**src/ppoc_defines.vh**
```
// shared constants for the pulse output generator
`ifndef PPOC_DEFINES_VH
`define PPOC_DEFINES_VH
`define PPOC_CLK_HZ 200000000
`define PPOC_FREQ_MIN 16'h0001
`define PPOC_FREQ_MAX 16'h03e8
`define PPOC_DUTY_MIN 16'h0001
`define PPOC_DUTY_MAX 16'h0064
`define PPOC_FINE_LIMIT 16'h0032
`define PPOC_PRESET_MIN 32'h00000001
`define PPOC_PRESET_MAX 32'h05f5e100
`define PPOC_ERR_NONE 16'h0000
`define PPOC_ERR_FREQ 16'h0001
`define PPOC_ERR_DUTY 16'h0002
`define PPOC_ERR_PRESET 16'h0004
`define PPOC_OFS_FREQ 3'h0
`define PPOC_OFS_DUTY 3'h1
`define PPOC_OFS_PRE_HI 3'h2
`define PPOC_OFS_PRE_LO 3'h3
`define PPOC_OFS_CUR_HI 3'h4
`define PPOC_OFS_CUR_LO 3'h5
`define PPOC_OFS_ERR 3'h6
`define PPOC_ST_RUN 2'h0
`define PPOC_ST_DONE 2'h1
`define PPOC_ST_OVF 2'h2
`define PPOC_DEF_FREQ 16'h0064
`define PPOC_DEF_DUTY 16'h0032
`define PPOC_DEF_PRESET 32'h0000000a
`endif

```
**src/ppoc_duty_quant.v**
```verilog
// duty quantiser: raises requested on-ratio to the resolution step for the frequency
`timescale 1ns/10ps
`include "ppoc_defines.vh"
module ppoc_duty_quant (
  input wire [15:0] freq,
  input wire [15:0] duty,
  output reg [6:0] duty_q
);
  reg [15:0] step;
  reg [15:0] fsum;
  reg [15:0] dsum;
  reg [15:0] q;
  always @* begin
    fsum = freq + 16'h0031;
    dsum = 16'h0000;
    q = 16'h0000;
    if (freq <= `PPOC_FINE_LIMIT) begin
      step = 16'h0001;
    end else begin
      step = fsum / 16'h0032;
    end
    if (step != 16'h0000) begin
      dsum = duty + step - 16'h0001;
      q = (dsum / step) * step;
    end
    if (q > `PPOC_DUTY_MAX) begin
      q = `PPOC_DUTY_MAX;
    end
    duty_q = q[6:0];
  end
endmodule // ppoc_duty_quant

```
**src/ppoc_pwm_gen.v**
```verilog
// pulse-width pulse generator with optional pulse counting and status bits
// Notes on behaviour
// - frequency 1 to 1000 Hz in 1 Hz steps sets the pulse rate.
// - up to 50 Hz the on-ratio resolution is one percent.
// - from 51 Hz resolution is frequency over fifty, rounded up.
// - on-ratio between steps is raised to the next step multiple.
// - mode 0 pulses continuously while execution is on.
// - mode 1 emits exactly the preset count then stops.
// - counting only allowed on ports a and b.
// - emitted-pulse count register is refreshed every scan.
// - execution rise validates settings; errors set flag and code.
// - code 0 normal, 1 bad frequency, 2 bad on-ratio.
// - code 4 when counting and preset outside one to one hundred million.
// - valid rise sets running and starts pulses.
// - counting stops output once preset pulses emitted.
// - on-ratio changes apply from the next clock, even mid-pulse, without restart.
// - execution fall clears running and sets complete together.
// - while executing, initialisation input is ignored.
// - initialisation with execution off reloads defaults each scan.
// - seven words: freq, duty, preset hi/lo, count hi/lo, error.
// - status bits running, complete, overflow past preset.
// - done follows complete but is low while execution is off.
`timescale 1ns/10ps
`include "ppoc_defines.vh"
module ppoc_pwm_gen #(
  parameter [1:0] PORT_SEL = 2'h0,
  parameter CLK_HZ = `PPOC_CLK_HZ
) (
  input wire clk,
  input wire nrst,
  input wire exec_in,
  input wire default_load_input,
  input wire count_mode,
  input wire [2:0] wr_index,
  input wire wr_en,
  input wire [15:0] wr_data,
  output reg [15:0] freq_word_q,
  output reg [15:0] duty_word_q,
  output reg [15:0] preset_hi_q,
  output reg [15:0] preset_lo_q,
  output reg [15:0] count_hi_q,
  output reg [15:0] count_lo_q,
  output reg [15:0] error_code_q,
  output reg [2:0] status_bits_q,
  output reg program_error_flag,
  output reg done_q,
  output reg pulse_q
);
  localparam [31:0] CLK_W = CLK_HZ;
  // default preset split into its two words without silent truncation
  localparam [31:0] DEF_PRESET = `PPOC_DEF_PRESET;
  localparam [2:0] S_IDLE = 3'b001;
  localparam [2:0] S_RUN = 3'b010;
  localparam [2:0] S_STOP = 3'b100;
  reg [2:0] sync_q;
  reg [2:0] state_q;
  reg [31:0] period_q;
  reg [31:0] tick_q;
  reg [31:0] emitted_q;
  reg [15:0] freq_run_q;
  reg counting_q;
  wire [6:0] duty_q7;
  wire exec_s;
  wire exec_prev;
  wire rise;
  wire fall;
  wire [31:0] preset;
  wire mode_ok;
  reg [15:0] err_d;
  wire [31:0] on_ticks;
  wire [31:0] period_of;
  assign exec_s = sync_q[1];
  assign exec_prev = sync_q[2];
  assign rise = exec_s & ~exec_prev;
  assign fall = ~exec_s & exec_prev;
  assign preset = {preset_hi_q, preset_lo_q};
  assign mode_ok = count_mode & (PORT_SEL < 2'h2);
  assign period_of = (freq_word_q == 16'h0000) ? CLK_W : CLK_W / {16'h0000, freq_word_q};
  // on ticks from the live duty word, so writes during running apply from the next clock, even mid-pulse
  assign on_ticks = (period_q / 32'h00000064) * {25'h0000000, duty_q7};

  ppoc_duty_quant u_quant (
    .freq(freq_run_q),
    .duty(duty_word_q),
    .duty_q(duty_q7)
  );

  // validation of settings on execution rise
  always @* begin
    err_d = `PPOC_ERR_NONE;
    if (freq_word_q < `PPOC_FREQ_MIN || freq_word_q > `PPOC_FREQ_MAX) begin
      err_d = `PPOC_ERR_FREQ;
    end else if (duty_word_q < `PPOC_DUTY_MIN || duty_word_q > `PPOC_DUTY_MAX) begin
      err_d = `PPOC_ERR_DUTY;
    end else if (mode_ok && (preset < `PPOC_PRESET_MIN || preset > `PPOC_PRESET_MAX)) begin
      err_d = `PPOC_ERR_PRESET;
    end
  end

  // exec pin: three flops, change counts while second and third differ
  always @(posedge clk or negedge nrst) begin
    if (!nrst) begin
      sync_q <= 3'h0;
    end else begin
      sync_q <= {sync_q[1], sync_q[0], exec_in};
    end
  end

  always @(posedge clk or negedge nrst) begin
    if (!nrst) begin
      state_q <= S_IDLE;
      period_q <= 32'h00000001;
      tick_q <= 32'h00000000;
      emitted_q <= 32'h00000000;
      freq_run_q <= `PPOC_DEF_FREQ;
      counting_q <= 1'b0;
      freq_word_q <= `PPOC_DEF_FREQ;
      duty_word_q <= `PPOC_DEF_DUTY;
      preset_hi_q <= DEF_PRESET[31:16];
      preset_lo_q <= DEF_PRESET[15:0];
      count_hi_q <= 16'h0000;
      count_lo_q <= 16'h0000;
      error_code_q <= `PPOC_ERR_NONE;
      status_bits_q <= 3'h0;
      program_error_flag <= 1'b0;
      done_q <= 1'b0;
      pulse_q <= 1'b0;
    end else begin
      // program writes into the control block
      if (wr_en) begin
        if (wr_index == `PPOC_OFS_FREQ) begin
          freq_word_q <= wr_data;
        end else if (wr_index == `PPOC_OFS_DUTY) begin
          duty_word_q <= wr_data;
        end else if (wr_index == `PPOC_OFS_PRE_HI) begin
          preset_hi_q <= wr_data;
        end else if (wr_index == `PPOC_OFS_PRE_LO) begin
          preset_lo_q <= wr_data;
        end
      end
      // defaults reload only while execution is off
      if (default_load_input && !exec_s) begin
        freq_word_q <= `PPOC_DEF_FREQ;
        duty_word_q <= `PPOC_DEF_DUTY;
        preset_hi_q <= DEF_PRESET[31:16];
        preset_lo_q <= DEF_PRESET[15:0];
        error_code_q <= `PPOC_ERR_NONE;
      end
      // count words mirror emitted pulses every cycle
      count_hi_q <= emitted_q[31:16];
      count_lo_q <= emitted_q[15:0];
      done_q <= status_bits_q[`PPOC_ST_DONE] & exec_s;
      case (state_q)
        S_IDLE, S_STOP: begin
          if (rise) begin
            error_code_q <= err_d;
            emitted_q <= 32'h00000000;
            tick_q <= 32'h00000000;
            status_bits_q[`PPOC_ST_OVF] <= 1'b0;
            if (err_d != `PPOC_ERR_NONE) begin
              program_error_flag <= 1'b1;
              state_q <= S_STOP;
            end else begin
              period_q <= period_of;
              freq_run_q <= freq_word_q;
              counting_q <= mode_ok;
              status_bits_q[`PPOC_ST_RUN] <= 1'b1;
              status_bits_q[`PPOC_ST_DONE] <= 1'b0;
              state_q <= S_RUN;
            end
          end else if (fall) begin
            status_bits_q[`PPOC_ST_RUN] <= 1'b0;
            status_bits_q[`PPOC_ST_DONE] <= 1'b1;
          end
        end
        S_RUN: begin
          if (fall) begin
            pulse_q <= 1'b0;
            status_bits_q[`PPOC_ST_RUN] <= 1'b0;
            status_bits_q[`PPOC_ST_DONE] <= 1'b1;
            state_q <= S_IDLE;
          end else begin
            pulse_q <= (tick_q < on_ticks);
            if (tick_q >= period_q - 32'h00000001) begin
              tick_q <= 32'h00000000;
              emitted_q <= emitted_q + 32'h00000001;
              if (counting_q && emitted_q + 32'h00000001 >= preset) begin
                status_bits_q[`PPOC_ST_RUN] <= 1'b0;
                status_bits_q[`PPOC_ST_DONE] <= 1'b1;
                state_q <= S_STOP;
              end
              if (counting_q && emitted_q + 32'h00000001 > preset) begin
                status_bits_q[`PPOC_ST_OVF] <= 1'b1;
              end
            end else begin
              tick_q <= tick_q + 32'h00000001;
            end
          end
        end
        default: begin
          state_q <= S_IDLE;
        end
      endcase
      if (state_q == S_STOP) begin
        pulse_q <= 1'b0;
      end
    end
  end
endmodule // ppoc_pwm_gen

```
**config.mk**
```make
export PLATFORM = sky130hd
export DESIGN_NAME = ppoc_pwm_gen
export DESIGN_NICKNAME = d
export VERILOG_FILES = /design/src/ppoc_duty_quant.v /design/src/ppoc_pwm_gen.v
export VERILOG_INCLUDE_DIRS = /design/src
export SDC_FILE = /design/constraint.sdc
export NUM_CORES = 2
export LEC_CHECK = 0
export BUFFER_PORTS_ARGS = -buffer_cell sky130_fd_sc_hd__buf_2
export CORE_MARGIN = 2
export CORE_UTILIZATION = 29
export CTS_CLUSTER_SIZE = 14
export DETAILED_ROUTE_END_ITERATION = 10
export PLACE_DENSITY = 0.44
export SYNTH_ARGS = -nofsm -noshare
export SYNTH_HDL_FRONTEND = slang
export SYNTH_SLANG_ARGS = --single-unit
```
**constraint.sdc**
```tcl
create_clock -name clk -period 132.5 [get_ports clk]
set_clock_uncertainty 0.15 [all_clocks]
set_input_delay 6.625 -clock clk [delete_from_list [all_inputs] [get_ports clk]]
set_output_delay 6.625 -clock clk [all_outputs]
set_load 0.1 [all_outputs]
```
* Word-level counts from Yosys, hierarchy flattened *
Index checks and enable logic that the tools add are counted.

storage, ports and cells
  register bits = 237
  input port bits = 25
  logic and storage cells = 151
  output and inout bits = 118

operators by class
  reductions and logical operators = 31
  $mul = 2
  equal/unequal tests = 17
  bitwise gates (word level) = 6
  add/sub/neg operators = 6
  div/mod/pow operators = 4
  muxes and demuxes = 54
  magnitude comparators = 12

operators by type and width
  kind                    count
  $mux 16                 25
  $mux 32                 6
  $pmux 32 s2             2
  $add 32x1->32 const B   2
  $ge 32x32->1            2
  $div 28x16->32 const A  1
  $div 32x7->32 const B   1
  $gt 16x7->1 const B     2
  $gt 32x27->1 const B    1
  $gt 32x32->1            1
  $lt 16x1->1 const B     2
  $lt 32x1->1 const B     1
  $lt 32x32->1            1
  $mul 32x7->32           1
  $reduce_bool 16->1      2
  $sub 32x1->32 const B   1
  $mux 3                  7
  $add 16x16->16          1
  $add 16x6->16 const B   1
  $div 16x16->16          1
  $div 16x6->16 const B   1
  $gt 16x10->1 const B    1
  $le 16x6->1 const B     1
  $logic_not 16->1        1
  other kinds (24)        67

* Depth between registers and ports, before layout *
  depth after elaboration = 15
  mapped depth = 571
  depth with buffers taken out = 528

* By module *
A second synthesis with hierarchy kept.

unflattened totals
  cell total of the unflattened synthesis = 7931
  area total of the unflattened synthesis = 58561.2 um^2

by module, submodules not included
  module           times used  area each (um^2)  cells each
  ppoc_pwm_gen     1           45880.3           6196
  ppoc_duty_quant  1           12680.9           1735

* Least setup slack after synthesis *
No wires, ideal clock.

  path kind = flip-flop to flip-flop
  start = reg freq_word_q[0]
  end = reg period_q[0]
  cell stages (with the launch flop) = 555
  period minus slack after synthesis = 94.513 ns
  path buffers = 50
  slack = 37.987 ns
  arrival time = 94.270 ns
  library setup time = 0.093 ns
  path through = dfrtp_1 buf_6 buf_6 inv_1 clkbuf_1 buf_1 ha_1 nand2_1 nor3_1 nand2_1 inv_1 ha_1 a21o_2 o41ai_1 ha_1 o21a_1 o21a_1 nor2_1 [519 not listed] nand4_1 buf_2 buf_2 a21oi_1 ha_1 a21o_1 a21oi_1 nor2b_1 o21ai_0 nand2b_1 a21oi_1 nor2b_1 o21ai_0 nand3_1 nor3b_1 nand4_1 a311oi_1 a32oi_1

between the ends
  longest elaborated chain between the ends = 6
  elaborated cells between the ends (all ways) = 10
  those cells by class = div (1); order compare (2); mux (2); bitwise (1); reduce/logical (4)

RTL lines
  item                                                    line                text
  start: declaration                                      ppoc_pwm_gen.v:37   output reg [15:0] freq_word_q,
  start signal: assignment                                ppoc_pwm_gen.v:117  freq_word_q <= `PPOC_DEF_FREQ;
  start signal: assignment                                ppoc_pwm_gen.v:132  freq_word_q <= wr_data;
  start signal: assignment                                ppoc_pwm_gen.v:143  freq_word_q <= `PPOC_DEF_FREQ;
  branches (longest 6 deep; another with $div 28x16->32)  -
  end signal: assignment                                  ppoc_pwm_gen.v:164  period_q <= period_of;
  end: declaration                                        ppoc_pwm_gen.v:57   reg [31:0] period_q;

Several ways; the timed one is not identified.
A chain may end at the register's enable or synchronous reset.

* Worst setup path after layout *
  start = reg freq_word_q[11]
  end = reg period_q[0]

The elaborated chain is that of the path after synthesis.

==> flow_summary_export.csv <==
group,metric,value,unit
status,outcome,"complete, no violations",
clock_tree,post-cts-setup-buffer-count,0,
hold_path,min_path_type,"reg2reg",
hold_path,hold_path_startpoint,"sync_q[0]",
clock_tree,ctsLongestPathBuffers,3,
cells_and_area,layoutNonFillerInstCount,10200,
grt,global_route_congestion_overflow_total,0,
timing,layout_worst_path_cycle_share,77.1,%
routing,route.final.wire_length,196,mm
floorplan,core_region_area,193000,µm²
timing,fmaxAchievable,9.78,MHz
routing,drt-initial-drc-count,3134,
synthesis,synth_edf_count,0,
place,dp_hpwl,158,mm
place,place_area,59800,µm²
routing,wire_length_per_cell_after_detailed_routing,19.1,µm
synthesis,synth_top_cell_by_area,"sky130_fd_sc_hd__ha_1",
synthesis,distinct_cell_type_count_after_synthesis,142,
grt,grt_first_pass_wirelength,308,mm
worst_setup_path,timing.critical_path.to_type,"flip-flop",
grt,first_global_vias,53000,
worst_setup_path,timing.rr.end,"period_q[0]",
worst_setup_path,worst_setup_path_class,"reg2reg",
floorplan,start_util,29.2,%
floorplan,cell_rows,161,
worst_setup_path,cp_num_buf_inv,20,
timing,tns,0,ns
worst_setup_path,timing.critical_path.fanout_max,37,
grt,gr-usage-all-layers,19.4,%
place,dpl.cell_count,10200,
clock_tree,cts_root_buf,"sky130_fd_sc_hd__clkbuf_16",
timing,worst-slew-pin-transition,1.22,ns
synthesis,async_set_reset_flop_share_out_of_synthesis,100,%
timing,period_minus_slack,102.20,ns
synthesis,avgSynthCellArea,7.36,µm²
synthesis,synth_seq_area_share,10.5,%
floorplan,die_y,445,µm
synthesis,postSynthCellCount,7662,
clock_tree,numCtsBuffers,36,
timing,hold_viol,0,
cells_and_area,drive_gt1_share,8.24,%
floorplan,die_width,445,µm
synthesis,cell_area_after_synthesis,56400,µm²
worst_setup_path,worst-path-stages,517,
flow_run,max_cap_viol_count,0,
worst_setup_path,critPathCapture,"period_q[0]",
worst_setup_path,critical_path_required,132.88,ns
routing,drc,0,
clock_tree,tritoncts,"built",
grt,initial_antenna_violation_count,2,
grt,grt_start_max_net_pins,75,
routing,antenna_left,0,
cells_and_area,final_net_count,8619,
worst_setup_path,critPathSlowestCell,"sky130_fd_sc_hd__o21ai_0",
synthesis,postSynthRegisterBits,236,
clock_tree,htreeDepth,2,
timing,final-max-slew-violation-count,0,
timing,rsz0062_at_grt,"false",
worst_setup_path,critical_path.max_stage_delay,0.94,ns
place,portBuffers,142,
worst_setup_path,worst_path_most_repeated_cell,"sky130_fd_sc_hd__o21ai_0",
clock_tree,worst_skew_pair.late_latency,0.64,ns
worst_setup_path,critPathArrivalTime,102.58,ns
timing,fin_ws,30.30,ns
worst_setup_path,depth_of_the_worst_register_to_register_path,517,
clock_tree,cts.reportedPaths.clkPinSlew,0.06,ns
worst_setup_path,timing.critical_path.from,"freq_word_q[11]",
worst_setup_path,crit_path_start_kind,"flip-flop",
synthesis,yosys.area.top_type_share,15.8,%
floorplan,die_area,198000,µm²
clock_tree,postCtsHoldBufs,0,
synthesis,synth_top_cells_by_area,"sky130_fd_sc_hd__ha_1 16%, sky130_fd_sc_hd__dfrtp_1 9.9%, sky130_fd_sc_hd__fa_1 6.8%, sky130_fd_sc_hd__nand2_1 5.5%, sky130_fd_sc_hd__nor2_1 4.8%",
timing,setup-violations-final,0,
worst_setup_path,worst_path_dominant_cell_family,"compound AO/OA/AOI/OAI gates",
cells_and_area,design_area,61000,µm²
routing,detail_route.first_pass.iterations,6,
routing,avgViaCountPerCell,5.30,
worst_setup_path,reg2reg_from,"freq_word_q[11]",
clock_tree,post_cts_resized,0,
place,dp_slack,31.51,ns
worst_setup_path,timing.reg2reg.setup_slack,30.30,ns
cells_and_area,synthToLayoutAreaGrowth,8.26,%
routing,route.vias.total,54300,
place,gp_routability_congestion,0.861,
synthesis,yosys_most_used_dff,"sky130_fd_sc_hd__dfrtp_1",
synthesis,yosys_warnings,0,
floorplan,pin_count,143,
timing,timing.slew.headroom,17.5,%
cells_and_area,antenna_cells,0,
clock_tree,cts.sink_count,236,
## cells in the mapped netlist, types with 61 or more instances
| library cell | instances |
|---|---|
| sky130_fd_sc_hd__nand2_1 | 821 |
| sky130_fd_sc_hd__nor2_1 | 726 |
| sky130_fd_sc_hd__ha_1 | 714 |
| sky130_fd_sc_hd__inv_1 | 663 |
| sky130_fd_sc_hd__a21oi_1 | 521 |
| sky130_fd_sc_hd__o21ai_0 | 467 |
| sky130_fd_sc_hd__xnor2_1 | 304 |
| sky130_fd_sc_hd__dfrtp_1 | 223 |
| sky130_fd_sc_hd__nor3_1 | 211 |
| sky130_fd_sc_hd__nand2b_1 | 206 |
| sky130_fd_sc_hd__nand3_1 | 197 |
| sky130_fd_sc_hd__fa_1 | 192 |
| sky130_fd_sc_hd__a21o_1 | 174 |
| sky130_fd_sc_hd__o21a_1 | 165 |
| sky130_fd_sc_hd__o31ai_1 | 162 |
| sky130_fd_sc_hd__clkbuf_1 | 153 |
| sky130_fd_sc_hd__xor2_1 | 142 |
| sky130_fd_sc_hd__mux2_2 | 133 |
| sky130_fd_sc_hd__and2_1 | 116 |
| sky130_fd_sc_hd__nor2b_1 | 94 |
| sky130_fd_sc_hd__nand4_1 | 87 |
| sky130_fd_sc_hd__and3_1 | 76 |
| sky130_fd_sc_hd__o211ai_1 | 61 |
## flip-flops by register name, summed over array words and instances (netlist names), 16 cells and up
| name | flops |
|---|---|
| emitted_q | 32 |
| tick_q | 32 |
| period_q | 31 |
| count_hi_q | 16 |
| count_lo_q | 16 |
| duty_word_q | 16 |
| error_code_q | 16 |
| freq_run_q | 16 |
| freq_word_q | 16 |
| preset_hi_q | 16 |
| preset_lo_q | 16 |
## how the worst min path moves through the flow
stage | end | slack, ns | cells after the start
6_report | sync_q[1] | 0.20 | 0
5_1_grt | sync_q[1] | 0.22 | 0
4_1_cts | sync_q[1] | 0.20 | 0
3_5_place_dp | sync_q[1] | 0.18 | 0
3_3_place_gp | sync_q[1] | 0.19 | 0
2_1_floorplan | sync_q[1] | 0.18 | 0
## logic make-up after synthesis
kind of cell / share of synthesized area [%]
and+or+nand+nor: 23.5
buffers and inverters: 6.81
AOI/OAI and AO/OA: 25.4
muxes: 3.78
other: 0.0133
DFF: 10.5
xor gates and xnor gates: 7.07
adders and majority gates: 22.9
## area by class of cell
cell class              count  area, µm²
fillers                 20700     132000
clock inverters            24        300
flip-flops and latches    236       5920
repair buffers            241       1460
inverters                 674       2530
multi-input cells        6499      46700
clock buffers              42        953
well taps                2526       3160
## cells in the final DEF, fill, tap and decap left out, types with 21 or more instances in the layout
cell type,synthesis,layout
sky130_fd_sc_hd__nand2_1,821,821
sky130_fd_sc_hd__nor2_1,726,722
sky130_fd_sc_hd__ha_1,714,714
sky130_fd_sc_hd__inv_1,663,662
sky130_fd_sc_hd__a21oi_1,521,518
sky130_fd_sc_hd__o21ai_0,467,467
sky130_fd_sc_hd__xnor2_1,304,304
sky130_fd_sc_hd__dfrtp_1,223,222
sky130_fd_sc_hd__nor3_1,211,208
sky130_fd_sc_hd__nand2b_1,206,206
sky130_fd_sc_hd__nand3_1,197,197
sky130_fd_sc_hd__fa_1,192,192
sky130_fd_sc_hd__a21o_1,174,174
sky130_fd_sc_hd__o21a_1,165,165
sky130_fd_sc_hd__o31ai_1,162,162
sky130_fd_sc_hd__xor2_1,142,142
sky130_fd_sc_hd__buf_2,33,141
sky130_fd_sc_hd__mux2_2,133,133
sky130_fd_sc_hd__and2_1,116,116
sky130_fd_sc_hd__buf_4,20,99
sky130_fd_sc_hd__nor2b_1,94,93
sky130_fd_sc_hd__nand4_1,87,87
sky130_fd_sc_hd__and3_1,76,76
sky130_fd_sc_hd__o211ai_1,61,61
sky130_fd_sc_hd__a31oi_1,56,56
sky130_fd_sc_hd__o21bai_1,56,56
sky130_fd_sc_hd__mux2i_1,50,50
sky130_fd_sc_hd__or3_1,47,47
sky130_fd_sc_hd__o21ai_1,43,42
sky130_fd_sc_hd__nor4_1,42,42
sky130_fd_sc_hd__or2_2,39,39
sky130_fd_sc_hd__a211oi_1,37,36
sky130_fd_sc_hd__clkbuf_16,0,36
sky130_fd_sc_hd__a21boi_0,32,32
sky130_fd_sc_hd__o22ai_1,29,29
sky130_fd_sc_hd__a211o_1,27,27
sky130_fd_sc_hd__a22oi_1,21,21
## per-stage QoR
stage,utilization [%],hold WS [ns]
floorplan,-,0.181
global placement,31.0,0.187
detailed placement,31.0,0.185
CTS,31.7,0.198
global route,31.7,0.219
finish,31.7,0.198
## per-layer routing
layer	GRT usage (%)	part of all wire, %
met1	25.8	47
met2	33.8	48
met3	1.63	3.2
met4	4.66	2.5
met5	0	0
Power is left out: the tool's default activity adds up to more than one toggle a clock period on the data nets, which glitch-free logic cannot reach.
